--- config.mk ---
export PLATFORM = sky130hd
export DESIGN_NAME = rcic_regs
export DESIGN_NICKNAME = d
export VERILOG_FILES = /design/src/core/rcic_pkg.sv /design/src/core/rcic_regs.sv
export SDC_FILE = /design/constraint.sdc
export NUM_CORES = 1
export LEC_CHECK = 0
export BUFFER_PORTS_ARGS = -buffer_cell sky130_fd_sc_hd__buf_2
export CAP_MARGIN = 20
export CORE_MARGIN = 3
export CORE_UTILIZATION = 45
export CTS_BUF_LIST = sky130_fd_sc_hd__clkbuf_2
export DETAILED_ROUTE_END_ITERATION = 12
export GPL_ROUTABILITY_DRIVEN = 0
export PLACE_DENSITY = 0.64
export SLEW_MARGIN = 5
export SYNTH_ARGS = -nofsm -noshare
export SYNTH_HDL_FRONTEND = slang
export SYNTH_SLANG_ARGS = --single-unit
--- constraint.sdc ---
create_clock -name clk -period 5.3 [get_ports clk]
set_input_delay 0.53 -clock clk [delete_from_list [all_inputs] [get_ports clk]]
set_output_delay 0.53 -clock clk [all_outputs]
set_load 0.02 [all_outputs]
--- src/core/rcic_pkg.sv ---
// Purpose: Constants and types for the radio control register bank
// Assumes: Classic Wishbone, 32-bit data, byte address = 4 * register index
// Notes: Register indices are kept as printed; bus address is index << 2
package rcic_pkg;
    // ------------------------------------------------------------
    // Register indices
    // ------------------------------------------------------------
    localparam logic [11:0] IDX_PA_TIMING = 12'h018;
    localparam logic [11:0] IDX_SOFT_RESET = 12'h02a;
    localparam logic [11:0] IDX_TX_STAB = 12'h02e;
    localparam logic [11:0] IDX_IRQ_FLAGS = 12'h031;
    localparam logic [11:0] IDX_IRQ_ENABLES = 12'h032;
    localparam logic [11:0] IDX_RF_STATE = 12'h036;
    localparam logic [11:0] IDX_CCA_MODE = 12'h03a;
    localparam logic [11:0] IDX_RSSI_MODE = 12'h03e;
    localparam logic [11:0] IDX_ENERGY_TH = 12'h03f;
    localparam logic [11:0] IDX_CHANNEL = 12'h200;
    localparam logic [11:0] IDX_VCO_OPT = 12'h201;
    localparam logic [11:0] IDX_SYNTH = 12'h202;
    localparam logic [11:0] IDX_TX_FILTER = 12'h206;
    localparam logic [11:0] IDX_SLEEP_CLK = 12'h207;
    localparam logic [11:0] IDX_VCO_CTRL = 12'h208;
    localparam logic [11:0] IDX_IRQ_POL = 12'h211;
    localparam logic [11:0] IDX_CLK_DIV = 12'h220;
    localparam logic [11:0] IDX_STATUS = 12'h3f0;
    // ------------------------------------------------------------
    // Fields and reset values
    // ------------------------------------------------------------
    localparam int BIT_RST_MAC = 0;
    localparam int BIT_RST_BB = 1;
    localparam int BIT_RST_PWR = 2;
    localparam int BIT_IRQ_EDGE = 1;
    localparam int BIT_RF_FSM_RST = 2;
    localparam int MODE_HI = 7;
    localparam int MODE_LO = 6;
    localparam int CS_TH_HI = 5;
    localparam int CS_TH_LO = 2;
    localparam logic [7:0] RESET_VAL = 8'h00;
    localparam logic [7:0] SOFT_RST_MASK = 8'h07;
    localparam logic [7:0] ST_IRQ_BIT = 8'h01;
    localparam logic [7:0] ST_BUSY_BIT = 8'h02;
    localparam logic [7:0] ST_BB_RST_BIT = 8'h04;
    localparam logic [7:0] ST_PWR_RST_BIT = 8'h08;
    // ------------------------------------------------------------
    // Modes and states
    // ------------------------------------------------------------
    typedef enum logic [1:0] {
        CCA_NONE = 2'b00,
        CCA_CARRIER = 2'b01,
        CCA_ENERGY = 2'b10,
        CCA_BOTH = 2'b11
    } rcic_cca_t;
    typedef enum logic [2:0] {
        BUS_IDLE = 3'b001,
        BUS_ACK = 3'b010,
        BUS_GAP = 3'b100
    } rcic_bus_t;
    typedef struct packed {
        logic busy;
        logic bbReset;
        logic pwrReset;
    } rcic_radio_out_t;
    typedef struct packed {
        rcic_bus_t bus;
        logic [31:0] rdat;
        logic [7:0] paTiming;
        logic [7:0] softReset;
        logic [7:0] txStab;
        logic [7:0] irqFlags;
        logic [7:0] irqEnables;
        logic [7:0] rfState;
        logic [7:0] assessment_mode;
        logic [7:0] rssiMode;
        logic [7:0] energyTh;
        logic [7:0] channel;
        logic [7:0] vco_option_field;
        logic [7:0] synth;
        logic [7:0] txFilter;
        logic [7:0] sleepClk;
        logic [7:0] vcoCtrl;
        logic [7:0] irqPol;
        logic [7:0] clkDiv;
        logic irqPending;
        rcic_radio_out_t radio;
    } rcic_state_t;
endpackage

--- src/core/rcic_regs.sv ---
// Purpose: Control register bank with interrupt unit and channel assessment
// Assumes: Classic Wishbone slave, 40 MHz clk, radio inputs from same clock
// Notes: One ack cycle per access, then one idle cycle before the next
//
// Behaviour
// - Soft reset bits clear themselves after the reset is carried out.
// - Eight event sources share one interrupt output.
// - Enables at 0x32 gate sources; pending flags recorded at 0x31.
// - Reading the flag register returns flags and clears them all.
// - Interrupt output stays active until the flag register is read.
// - Bit 1 of 0x211 picks interrupt polarity; reset 0 means falling.
// - Flags and enables share bit positions, sleep at 7 down to tx at 0.
// - Channel is bits 7:4 of RF control 0, channels 11 to 26.
// - Assessment mode bits 7:6 of 0x3A: 10 energy, 01 carrier, 11 both.
// - Energy mode reports busy when energy exceeds threshold at 0x3F.
// - Carrier mode reports busy on carrier above threshold 0x3A[5:2].
// - Combined mode needs both carrier and energy above threshold.
// - MAC reset clears all registers; power and baseband resets keep them.
//
// The Wishbone register port is this design's own decision.
`timescale 1ns/1ps
`default_nettype none
module rcic_regs (
    input wire logic clk,
    input wire logic sys_rst,
    input wire logic wb_cyc_i,
    input wire logic wb_stb_i,
    input wire logic wb_we_i,
    input wire logic [13:0] wb_adr_i,
    input wire logic [3:0] wb_sel_i,
    input wire logic [31:0] wb_dat_i,
    output logic [31:0] wb_dat_o,
    output logic wb_ack_o,
    input wire logic [7:0] irqEvents,
    input wire logic [7:0] energyLevel,
    input wire logic [3:0] carrierLevel,
    output logic irqOut,
    output logic ccaBusy,
    output logic baseband_reset,
    output logic power_circuit_reset,
    output logic [3:0] rfChannel,
    output logic rf_fsm_reset
);
    rcic_pkg::rcic_state_t s_q, s_d;
    logic [11:0] idx;
    logic req, wr, rd, lane0;
    logic [7:0] wv;
    logic [7:0] newFlags;
    logic busyNow;

    function automatic logic hit(input logic [11:0] a, input logic [11:0] r);
        return a == r;
    endfunction

    assign idx = wb_adr_i[13:2];
    assign lane0 = wb_sel_i[0];
    assign wv = wb_dat_i[7:0];

    // ------------------------------------------------------------
    // Channel assessment
    // ------------------------------------------------------------
    always_comb begin
        logic en, cs;
        en = energyLevel > s_q.energyTh;
        cs = carrierLevel > s_q.assessment_mode[rcic_pkg::CS_TH_HI:rcic_pkg::CS_TH_LO];
        case (rcic_pkg::rcic_cca_t'(s_q.assessment_mode[rcic_pkg::MODE_HI:rcic_pkg::MODE_LO]))
            rcic_pkg::CCA_ENERGY: busyNow = en;
            rcic_pkg::CCA_CARRIER: busyNow = cs;
            rcic_pkg::CCA_BOTH: busyNow = cs && en;
            default: busyNow = 1'b0;
        endcase
    end

    // ------------------------------------------------------------
    // Next state
    // ------------------------------------------------------------
    always_comb begin
        s_d = s_q;
        req = 1'b0;
        wr = 1'b0;
        rd = 1'b0;
        s_d.radio.busy = busyNow;
        s_d.radio.bbReset = 1'b0;
        s_d.radio.pwrReset = 1'b0;
        s_d.softReset = rcic_pkg::RESET_VAL;
        case (s_q.bus)
            rcic_pkg::BUS_IDLE: begin
                req = wb_cyc_i && wb_stb_i;
                wr = req && wb_we_i && lane0;
                rd = req && !wb_we_i;
                if (req) begin
                    s_d.bus = rcic_pkg::BUS_ACK;
                end
            end
            rcic_pkg::BUS_ACK: s_d.bus = rcic_pkg::BUS_GAP;
            rcic_pkg::BUS_GAP: s_d.bus = rcic_pkg::BUS_IDLE;
            default: s_d.bus = rcic_pkg::BUS_IDLE;
        endcase
        // Set wins over read-clear so no event is lost
        newFlags = irqEvents;
        if (rd && hit(idx, rcic_pkg::IDX_IRQ_FLAGS)) begin
            s_d.irqFlags = newFlags;
        end else begin
            s_d.irqFlags = s_q.irqFlags | newFlags;
        end
        s_d.irqPending = |(s_d.irqFlags & s_q.irqEnables);
        if (wr) begin
            case (idx)
                rcic_pkg::IDX_PA_TIMING: s_d.paTiming = wv;
                rcic_pkg::IDX_TX_STAB: s_d.txStab = wv;
                rcic_pkg::IDX_IRQ_ENABLES: s_d.irqEnables = wv;
                rcic_pkg::IDX_RF_STATE: s_d.rfState = wv;
                rcic_pkg::IDX_CCA_MODE: s_d.assessment_mode = wv;
                rcic_pkg::IDX_RSSI_MODE: s_d.rssiMode = wv;
                rcic_pkg::IDX_ENERGY_TH: s_d.energyTh = wv;
                rcic_pkg::IDX_CHANNEL: s_d.channel = wv;
                rcic_pkg::IDX_VCO_OPT: s_d.vco_option_field = wv;
                rcic_pkg::IDX_SYNTH: s_d.synth = wv;
                rcic_pkg::IDX_TX_FILTER: s_d.txFilter = wv;
                rcic_pkg::IDX_SLEEP_CLK: s_d.sleepClk = wv;
                rcic_pkg::IDX_VCO_CTRL: s_d.vcoCtrl = wv;
                rcic_pkg::IDX_IRQ_POL: s_d.irqPol = wv;
                rcic_pkg::IDX_CLK_DIV: s_d.clkDiv = wv;
                rcic_pkg::IDX_SOFT_RESET: begin
                    s_d.softReset = wv & rcic_pkg::SOFT_RST_MASK;
                    s_d.radio.bbReset = wv[rcic_pkg::BIT_RST_BB];
                    s_d.radio.pwrReset = wv[rcic_pkg::BIT_RST_PWR];
                end
                default: ;
            endcase
        end
        s_d.rdat = '0;
        if (rd) begin
            case (idx)
                rcic_pkg::IDX_PA_TIMING: s_d.rdat[7:0] = s_q.paTiming;
                rcic_pkg::IDX_SOFT_RESET: s_d.rdat[7:0] = s_q.softReset;
                rcic_pkg::IDX_TX_STAB: s_d.rdat[7:0] = s_q.txStab;
                rcic_pkg::IDX_IRQ_FLAGS: s_d.rdat[7:0] = s_q.irqFlags;
                rcic_pkg::IDX_IRQ_ENABLES: s_d.rdat[7:0] = s_q.irqEnables;
                rcic_pkg::IDX_RF_STATE: s_d.rdat[7:0] = s_q.rfState;
                rcic_pkg::IDX_CCA_MODE: s_d.rdat[7:0] = s_q.assessment_mode;
                rcic_pkg::IDX_RSSI_MODE: s_d.rdat[7:0] = s_q.rssiMode;
                rcic_pkg::IDX_ENERGY_TH: s_d.rdat[7:0] = s_q.energyTh;
                rcic_pkg::IDX_CHANNEL: s_d.rdat[7:0] = s_q.channel;
                rcic_pkg::IDX_VCO_OPT: s_d.rdat[7:0] = s_q.vco_option_field;
                rcic_pkg::IDX_SYNTH: s_d.rdat[7:0] = s_q.synth;
                rcic_pkg::IDX_TX_FILTER: s_d.rdat[7:0] = s_q.txFilter;
                rcic_pkg::IDX_SLEEP_CLK: s_d.rdat[7:0] = s_q.sleepClk;
                rcic_pkg::IDX_VCO_CTRL: s_d.rdat[7:0] = s_q.vcoCtrl;
                rcic_pkg::IDX_IRQ_POL: s_d.rdat[7:0] = s_q.irqPol;
                rcic_pkg::IDX_CLK_DIV: s_d.rdat[7:0] = s_q.clkDiv;
                rcic_pkg::IDX_STATUS: begin
                    s_d.rdat[7:0] = (s_q.irqPending ? rcic_pkg::ST_IRQ_BIT : 8'h00)
                        | (s_q.radio.busy ? rcic_pkg::ST_BUSY_BIT : 8'h00)
                        | (s_q.radio.bbReset ? rcic_pkg::ST_BB_RST_BIT : 8'h00)
                        | (s_q.radio.pwrReset ? rcic_pkg::ST_PWR_RST_BIT : 8'h00);
                end
                default: s_d.rdat = '0;
            endcase
        end
        // MAC reset returns every control register to its reset value
        if (wr && hit(idx, rcic_pkg::IDX_SOFT_RESET) && wv[rcic_pkg::BIT_RST_MAC]) begin
            s_d.paTiming = rcic_pkg::RESET_VAL;
            s_d.txStab = rcic_pkg::RESET_VAL;
            s_d.irqFlags = rcic_pkg::RESET_VAL;
            s_d.irqEnables = rcic_pkg::RESET_VAL;
            s_d.rfState = rcic_pkg::RESET_VAL;
            s_d.assessment_mode = rcic_pkg::RESET_VAL;
            s_d.rssiMode = rcic_pkg::RESET_VAL;
            s_d.energyTh = rcic_pkg::RESET_VAL;
            s_d.channel = rcic_pkg::RESET_VAL;
            s_d.vco_option_field = rcic_pkg::RESET_VAL;
            s_d.synth = rcic_pkg::RESET_VAL;
            s_d.txFilter = rcic_pkg::RESET_VAL;
            s_d.sleepClk = rcic_pkg::RESET_VAL;
            s_d.vcoCtrl = rcic_pkg::RESET_VAL;
            s_d.irqPol = rcic_pkg::RESET_VAL;
            s_d.clkDiv = rcic_pkg::RESET_VAL;
            s_d.irqPending = 1'b0;
        end
    end

    // ------------------------------------------------------------
    // State register
    // ------------------------------------------------------------
    always_ff @(posedge clk or posedge sys_rst) begin
        if (sys_rst) begin
            s_q <= '0;
            s_q.bus <= rcic_pkg::BUS_IDLE;
        end else begin
            s_q <= s_d;
        end
    end

    // ------------------------------------------------------------
    // Outputs
    // ------------------------------------------------------------
    // Polarity applied to a registered level; a change while idle moves
    // the resting level, which is the only way an edge pin can follow it
    assign irqOut = s_q.irqPol[rcic_pkg::BIT_IRQ_EDGE] ? s_q.irqPending : !s_q.irqPending;
    assign wb_ack_o = s_q.bus == rcic_pkg::BUS_ACK;
    assign wb_dat_o = s_q.rdat;
    assign ccaBusy = s_q.radio.busy;
    assign baseband_reset = s_q.radio.bbReset;
    assign power_circuit_reset = s_q.radio.pwrReset;
    assign rfChannel = s_q.channel[7:4];
    assign rf_fsm_reset = s_q.rfState[rcic_pkg::BIT_RF_FSM_RST];

    // ------------------------------------------------------------
    // Checks
    // ------------------------------------------------------------
    property p_softClear;
        @(posedge clk) disable iff (sys_rst)
        s_q.softReset != 8'h00 |=> s_q.softReset == 8'h00 || $past(wr);
    endproperty
    a_softClear: assert property (p_softClear) else $error("soft reset bits stuck");

    property p_readClear;
        @(posedge clk) disable iff (sys_rst)
        (rd && idx == rcic_pkg::IDX_IRQ_FLAGS && irqEvents == 8'h00) |=> s_q.irqFlags == 8'h00;
    endproperty
    a_readClear: assert property (p_readClear) else $error("flags not cleared by read");

    property p_flagSet;
        @(posedge clk) disable iff (sys_rst)
        (irqEvents != 8'h00 && !wr) |=> (s_q.irqFlags & $past(irqEvents)) == $past(irqEvents);
    endproperty
    a_flagSet: assert property (p_flagSet) else $error("event lost");

    property p_irqHold;
        @(posedge clk) disable iff (sys_rst)
        (s_q.irqPending && !rd && !wr) |=> s_q.irqPending;
    endproperty
    a_irqHold: assert property (p_irqHold) else $error("interrupt dropped early");

    property p_polarity;
        @(posedge clk) disable iff (sys_rst)
        irqOut == (s_q.irqPending ~^ s_q.irqPol[1]);
    endproperty
    a_polarity: assert property (p_polarity) else $error("interrupt polarity wrong");

    property p_energy;
        @(posedge clk) disable iff (sys_rst)
        (s_q.assessment_mode[7:6] == 2'b10) |=> ccaBusy == ($past(energyLevel) > $past(s_q.energyTh));
    endproperty
    a_energy: assert property (p_energy) else $error("energy mode busy wrong");

    property p_both;
        @(posedge clk) disable iff (sys_rst)
        (s_q.assessment_mode[7:6] == 2'b11 && energyLevel <= s_q.energyTh) |=> !ccaBusy;
    endproperty
    a_both: assert property (p_both) else $error("combined mode busy without energy");

    property p_ackPulse;
        @(posedge clk) disable iff (sys_rst)
        wb_ack_o |=> !wb_ack_o ##1 !wb_ack_o;
    endproperty
    a_ackPulse: assert property (p_ackPulse) else $error("ack not single cycle");
endmodule
`default_nettype wire

# Word-level counts from Yosys, hierarchy flattened

Cells that the tools add are included.

Register bits after elaboration: 175
Bits of input ports: 75
Output and inout bits: 42
Logic and storage cells: 131

Equality and inequality tests: 24
Mux-type cells: 35
Reductions and logical operators: 42
Bitwise logic cells: 5
$lt $le $gt $ge: 2

Operators by type and width:

| kind                 | count |
|---|---|
| $mux 8               | 18 |
| $pmux 8 s18          | 1 |
| $mux 121             | 1 |
| $eq 12x10->1 const B | 9 |
| $mux 104             | 1 |
| $eq 12x6->1 const B  | 8 |
| $reduce_bool 2->1    | 16 |
| $reduce_and 2->1     | 15 |
| $mux 24              | 1 |
| $eq 12x5->1 const B  | 1 |
| $mux 3               | 3 |
| $and 8x8->8          | 1 |
| $gt 8x8->1           | 1 |
| $logic_and 1x1->1    | 8 |
| $or 8x8->8           | 1 |
| $reduce_or 8->1      | 1 |
| $mux 2               | 3 |
| $pmux 3 s2           | 1 |
| $eq 2x2->1 const B   | 2 |
| $gt 4x4->1           | 1 |
| $mux 1               | 4 |
| $mux 4               | 1 |
| $or 3x4->4           | 1 |
| $eq 3x1->1 const B   | 1 |
| 7 further kinds      | 8 |

# Depth between registers and ports, before layout

Word-level depth: 8
Depth in mapped cells: 9
Gate-level depth less buffers: 8

# Least setup slack after synthesis

No wires, ideal clock.

Kind: input to register
Start: input wb_adr_i[2]
End: register s_q[45] (netlist name)
Data required time: 5.164 ns
Arrival: 2.216 ns
Stages on the path: 8
Path slack: 2.948 ns
Library setup time: 0.136 ns
Cells stage by stage: buf_2 > or4b_1 > buf_2 > nor4_4 > buf_4 > nand2_2 > nand2_1 > a21oi_1

Word-level cells in the longest chain between the ends: 5
Elaborated cells between the ends (all ways): 8
Those cells by class: eq/ne: 2; mux: 1; reduce/logical: 5

RTL lines:

| element                            | RTL line         | RTL |
|---|---|---|
| start: declaration                 | rcic_regs.sv:29  | `input wire logic [13:0] wb_adr_i,` |
| $eq 12x6->1                        | rcic_regs.sv:52  | `return a == r;` |
| $logic_and 1x1->1 (2 in a row)     | rcic_regs.sv:162 | `if (wr && hit(idx, rcic_pkg::IDX_SOFT_RESET) && wv[rcic_pkg::BIT_RST_MAC]) begin` |
| $reduce_bool 2->1 (no source line) | --               |  |
| $reduce_and 2->1 (no source line)  | --               |  |
| end: declaration                   | rcic_regs.sv:44  | `rcic_pkg::rcic_state_t s_q, s_d;` |

Parallel ways exist; a longest one is shown, timed or not.
A chain may end at the register's enable or synchronous reset.

# Worst setup path after layout

Start: register s_q[172] (netlist name)
End: register s_q[74] (netlist name)

Word-level cells in the longest chain between the ends: 6
Elaborated cells between the ends (all ways): 8
Those cells by class: eq/ne: 1; mux: 2; reduce/logical: 5

RTL lines:

| element                            | RTL line         | RTL |
|---|---|---|
| $eq 3x1->1 *                       | --               |  |
| $mux 1 *                           | rcic_regs.sv:86  | `case (s_q.bus)` |
| $logic_and 1x1->1 (2 in a row)     | rcic_regs.sv:162 |  |
| $reduce_bool 2->1 (no source line) | --               |  |
| $reduce_and 2->1 (no source line)  | --               |  |

Every way passes the cells marked *; elsewhere a longest branch is shown, timed or not.

==> summary.md <==
| Metric | Value |
|---|---|
| Status | `finished, final reports clean` |
| Prevailing post-synth register cell | `dfrtp_1` |
| Crit. path cell count | `5` |
| Iter 0 DRT Violations | `770` |
| Core Area | `17,300 µm²` |
| Gr ovfl total | `0` |
| Fin. Hold Viols | `0` |
| Cell Rows | `48` |
| YS warnings | `0` |
| Area growth from synthesis to layout | `6.831%` |
| Setup-failing EPs final | `0` |
| CP peak stage delay | `between 1 and 1.5 ns` |
| Post-route core utilization | `slightly below 50%` |
| Avg Cell Area, Syn | `9.297 µm²` |
| Dpl hpwl | `14,760 µm` |
| DRC viols | `0` |
| RSZ-0062 raised after global routing | `false` |
| Worst hold path class | `in -> reg` |
| Share of cells above drive strength 1 | `15.34%` |
| Setup TNS | `0 ns` |
| Worst Path Required | `5.97 ns` |
| Number of I/O port buffers | `63` |
| CTS buffer count | `17` |
| Tcrit/Tclk final | `56.42%` |
| CP top delay family | `simple AND/OR/NAND/NOR gates` |
| H-tree Lvls | `4` |
| Seq/Total Area, Yosys | `a little under half` |
| Gates resized, CTS repair | `0` |
| Clk sinks | `144` |
| Wire per inst | `19.54 µm` |
| Clk Latency, worst-skew pair | `0.74 ns` |
| # Post-CTS Setup Buffers | `0` |
| Count of buffer and inverter cells on the critical path | `0` |
| VDD IR-drop max | `0.1201 mV` |
| Post-Syn Area | `~8000 µm²` |
| Clock Skew | `0.02978 ns` |
| Vias | `6,539` |
| CTS tree | `done` |
| Crit Path Class | `reg -> reg` |
| Layout fillers | `1,682` |
| Post-Route WL | `21,860 µm` |
| Final instance area | `8512 µm²` |
| Fmax | `334.4 MHz` |
| Power Dens Cells | `227.1 nW/µm²` |
| Final hold slack | `0.1590 ns` |
| Antenna violations before repair | `1` |
| Die Span X | `139.1 µm` |
| Post-synth ARST share | `100.0%` |
| Vias in the first global route | `6,010` |
| Reg clk slew, reported paths | `0.19 ns` |
| Antenna Nets Post-Route | `0` |
| Clk buf depth | `2` |
| Clock Tree Root | `clkbuf_2` |
| Total of max-cap violations | `0` |
| Min Tclk post-route | `2.990 ns` |
| Reg2Reg Depth | `5` |
| Critical path cell sequence | `nand4b_1 > or3_1 > nor4_2 > a21oi_1 > nor2_1` |
| Count of cell types in the netlist | `69` |
| GRT Util Overall | `a little under a quarter` |
| Multi-input logic area | `3766 µm²` |
| Arr. time, crit path | `approximately 3.7 ns` |
| Leakage power | `0.003820 µW` |
| Worst Tran Pin Value | `about 1.1 ns` |
| First-pass GRT wire length | `approximately 35,000 µm` |
| Nets | `967` |
| DP Area | `8150 µm²` |
| Worst relative slew slack | `25.34%` |
| Number of synthesized flops with an enable pin | `0` |
| Die Height | `139.1 µm` |
| Pre-antenna DRT Iters | `5` |
| IO Count | `117` |
| Slowest CP cell | `nor4_2` |
| CP endpoint kind | `register` |
| Crit path max fanout | `12` |
| Via density | `around 5.8` |
| Register bit total from synthesis | `144` |
| Crit start category | `register` |
| Initial Util | `46.06%` |
| Hold-fix buffers at CTS | `9` |
| Register area | `3605 µm²` |
| Final-report max-slew violation count | `0` |
| WHS Path Cells | `3` |
| Largest net degree at the start of global routing | `83` |
| Post-synthesis cell count | `around 860` |
| Die area | `19,340 µm²` |
[power breakdown]
group | total, µW | switching [µW] | internal [µW] | leakage (µW)
Sequential | 1100 | 1.50 | 1100 | 0.00190
Clock | 695 | 387 | 308 | 0.000162
Combinational | 134 | 102 | 32.1 | 0.00175
[worst paths after layout]
path                                        end            startpoint  slack, ns
min in group asynchronous   s_q[25]$_DFFE_PP0P_               sys_rst       0.45
min                        s_q[173]$_DFFE_PP0P_              wb_stb_i       0.16
min reg2reg                   ccaBusy$_DFF_PP0_   s_q[91]$_DFFE_PP0P_       0.52
max in group asynchronous   s_q[29]$_DFFE_PP0P_               sys_rst       3.57
max reg2reg                 s_q[74]$_DFFE_PP0P_  s_q[172]$_DFFE_PP1P_       2.31
max                         s_q[74]$_DFFE_PP0P_  s_q[172]$_DFFE_PP1P_       2.31
[sequential cells by signal, indices dropped and copies added, names as in the netlist]
register,flops
rf_fsm_reset,1
rfChannel,4
ccaBusy,1
s_q,130
wb_dat_o,8
[metrics by stage]
stage               total power [µW]  cells  setup WS (ns)
finish                          1933   1119          2.310
global route                    2005   1119          2.151
CTS                             1947   1117          2.379
detailed placement              1252   1076          1.788
global placement                1252   1076          1.843
floorplan                       1221    880         0.9054
[worst register-to-register path: stages, from the launching register on]
cell and delay, ns:
dfstp_2 0.58, nand4b_1 0.20, or3_1 0.77, nor4_2 1.09
a21oi_1 0.18, nor2_1 0.12
[cell type report]
class                           count  area share [%]
Multi-Input combinational cell    609           44.25
Sequential cell                   144           42.35
Tap cell                          225           3.307
Clock buffer                       19           1.117
Clock inverter                     13           1.984
Timing Repair Buffer               82           5.762
Antenna cell                        1         0.02940
Inverter                           26           1.205
[routing by layer]
layer | GRT usage [%] | vias up | share of wire (%)
met5 | 0 | - | 0
li1 | - | 3054 | -
met4 | 7.724 | 0 | 2.3
met1 | 34.14 | 3181 | 45
met2 | 33.32 | 272 | 45
met3 | 3.552 | 32 | 7.7
[logic make-up after synthesis]
family          count (synthesis)  share of synthesized area [%]
buf+inv                       127                          8.700
simple gates                  317                          21.62
other cells                     1                        0.04707
mux                            42                          5.276
xor+xnor                        1                         0.1099
compound gates                213                          17.12
fa+ha+maj                      12                          1.884
flops                         144                          45.24
[cells in the mapped netlist (9+ instances only)]
cell	count	area, µm²
clkbuf_1	20	75.07
a22oi_1	25	187.7
a221o_1	10	100.1
nand2_1	85	319.1
nand4_1	9	56.30
buf_2	35	175.2
dfrtp_1	143	3578
mux2i_1	42	420.4
nor2_1	73	274.0
a21oi_1	108	540.5
o21a_1	10	75.07
buf_4	42	315.3
inv_1	25	93.84
nand3_1	75	375.4
o21ai_0	10	50.05
ha_1	12	150.1
[layout by cell type (no fill, tap or decap), drive strengths merged, types with 3 or more instances in the layout]
cell type | Yosys | routed
a21boi | 4 | 4
a21oi | 109 | 109
a221o | 11 | 11
a221oi | 4 | 4
a222oi | 6 | 6
a22oi | 25 | 25
and3 | 4 | 4
buf | 81 | 73
bufinv | 0 | 4
clkbuf | 20 | 19
clkinv | 0 | 8
conb | 1 | 24
dfrtp | 143 | 143
dlygate4sd3 | 0 | 9
ha | 12 | 12
inv | 26 | 26
mux2i | 42 | 42
nand2 | 88 | 88
nand2b | 5 | 5
nand3 | 75 | 75
nand4 | 9 | 9
nor2 | 75 | 75
nor2b | 6 | 6
nor3 | 13 | 13
nor3b | 3 | 3
nor4 | 15 | 15
o21a | 11 | 11
o21ai | 17 | 17
o2bb2ai | 7 | 7
o31a | 3 | 3
or3 | 6 | 6
or4 | 5 | 5
or4b | 4 | 4
(Power assumes the default switching activity.)
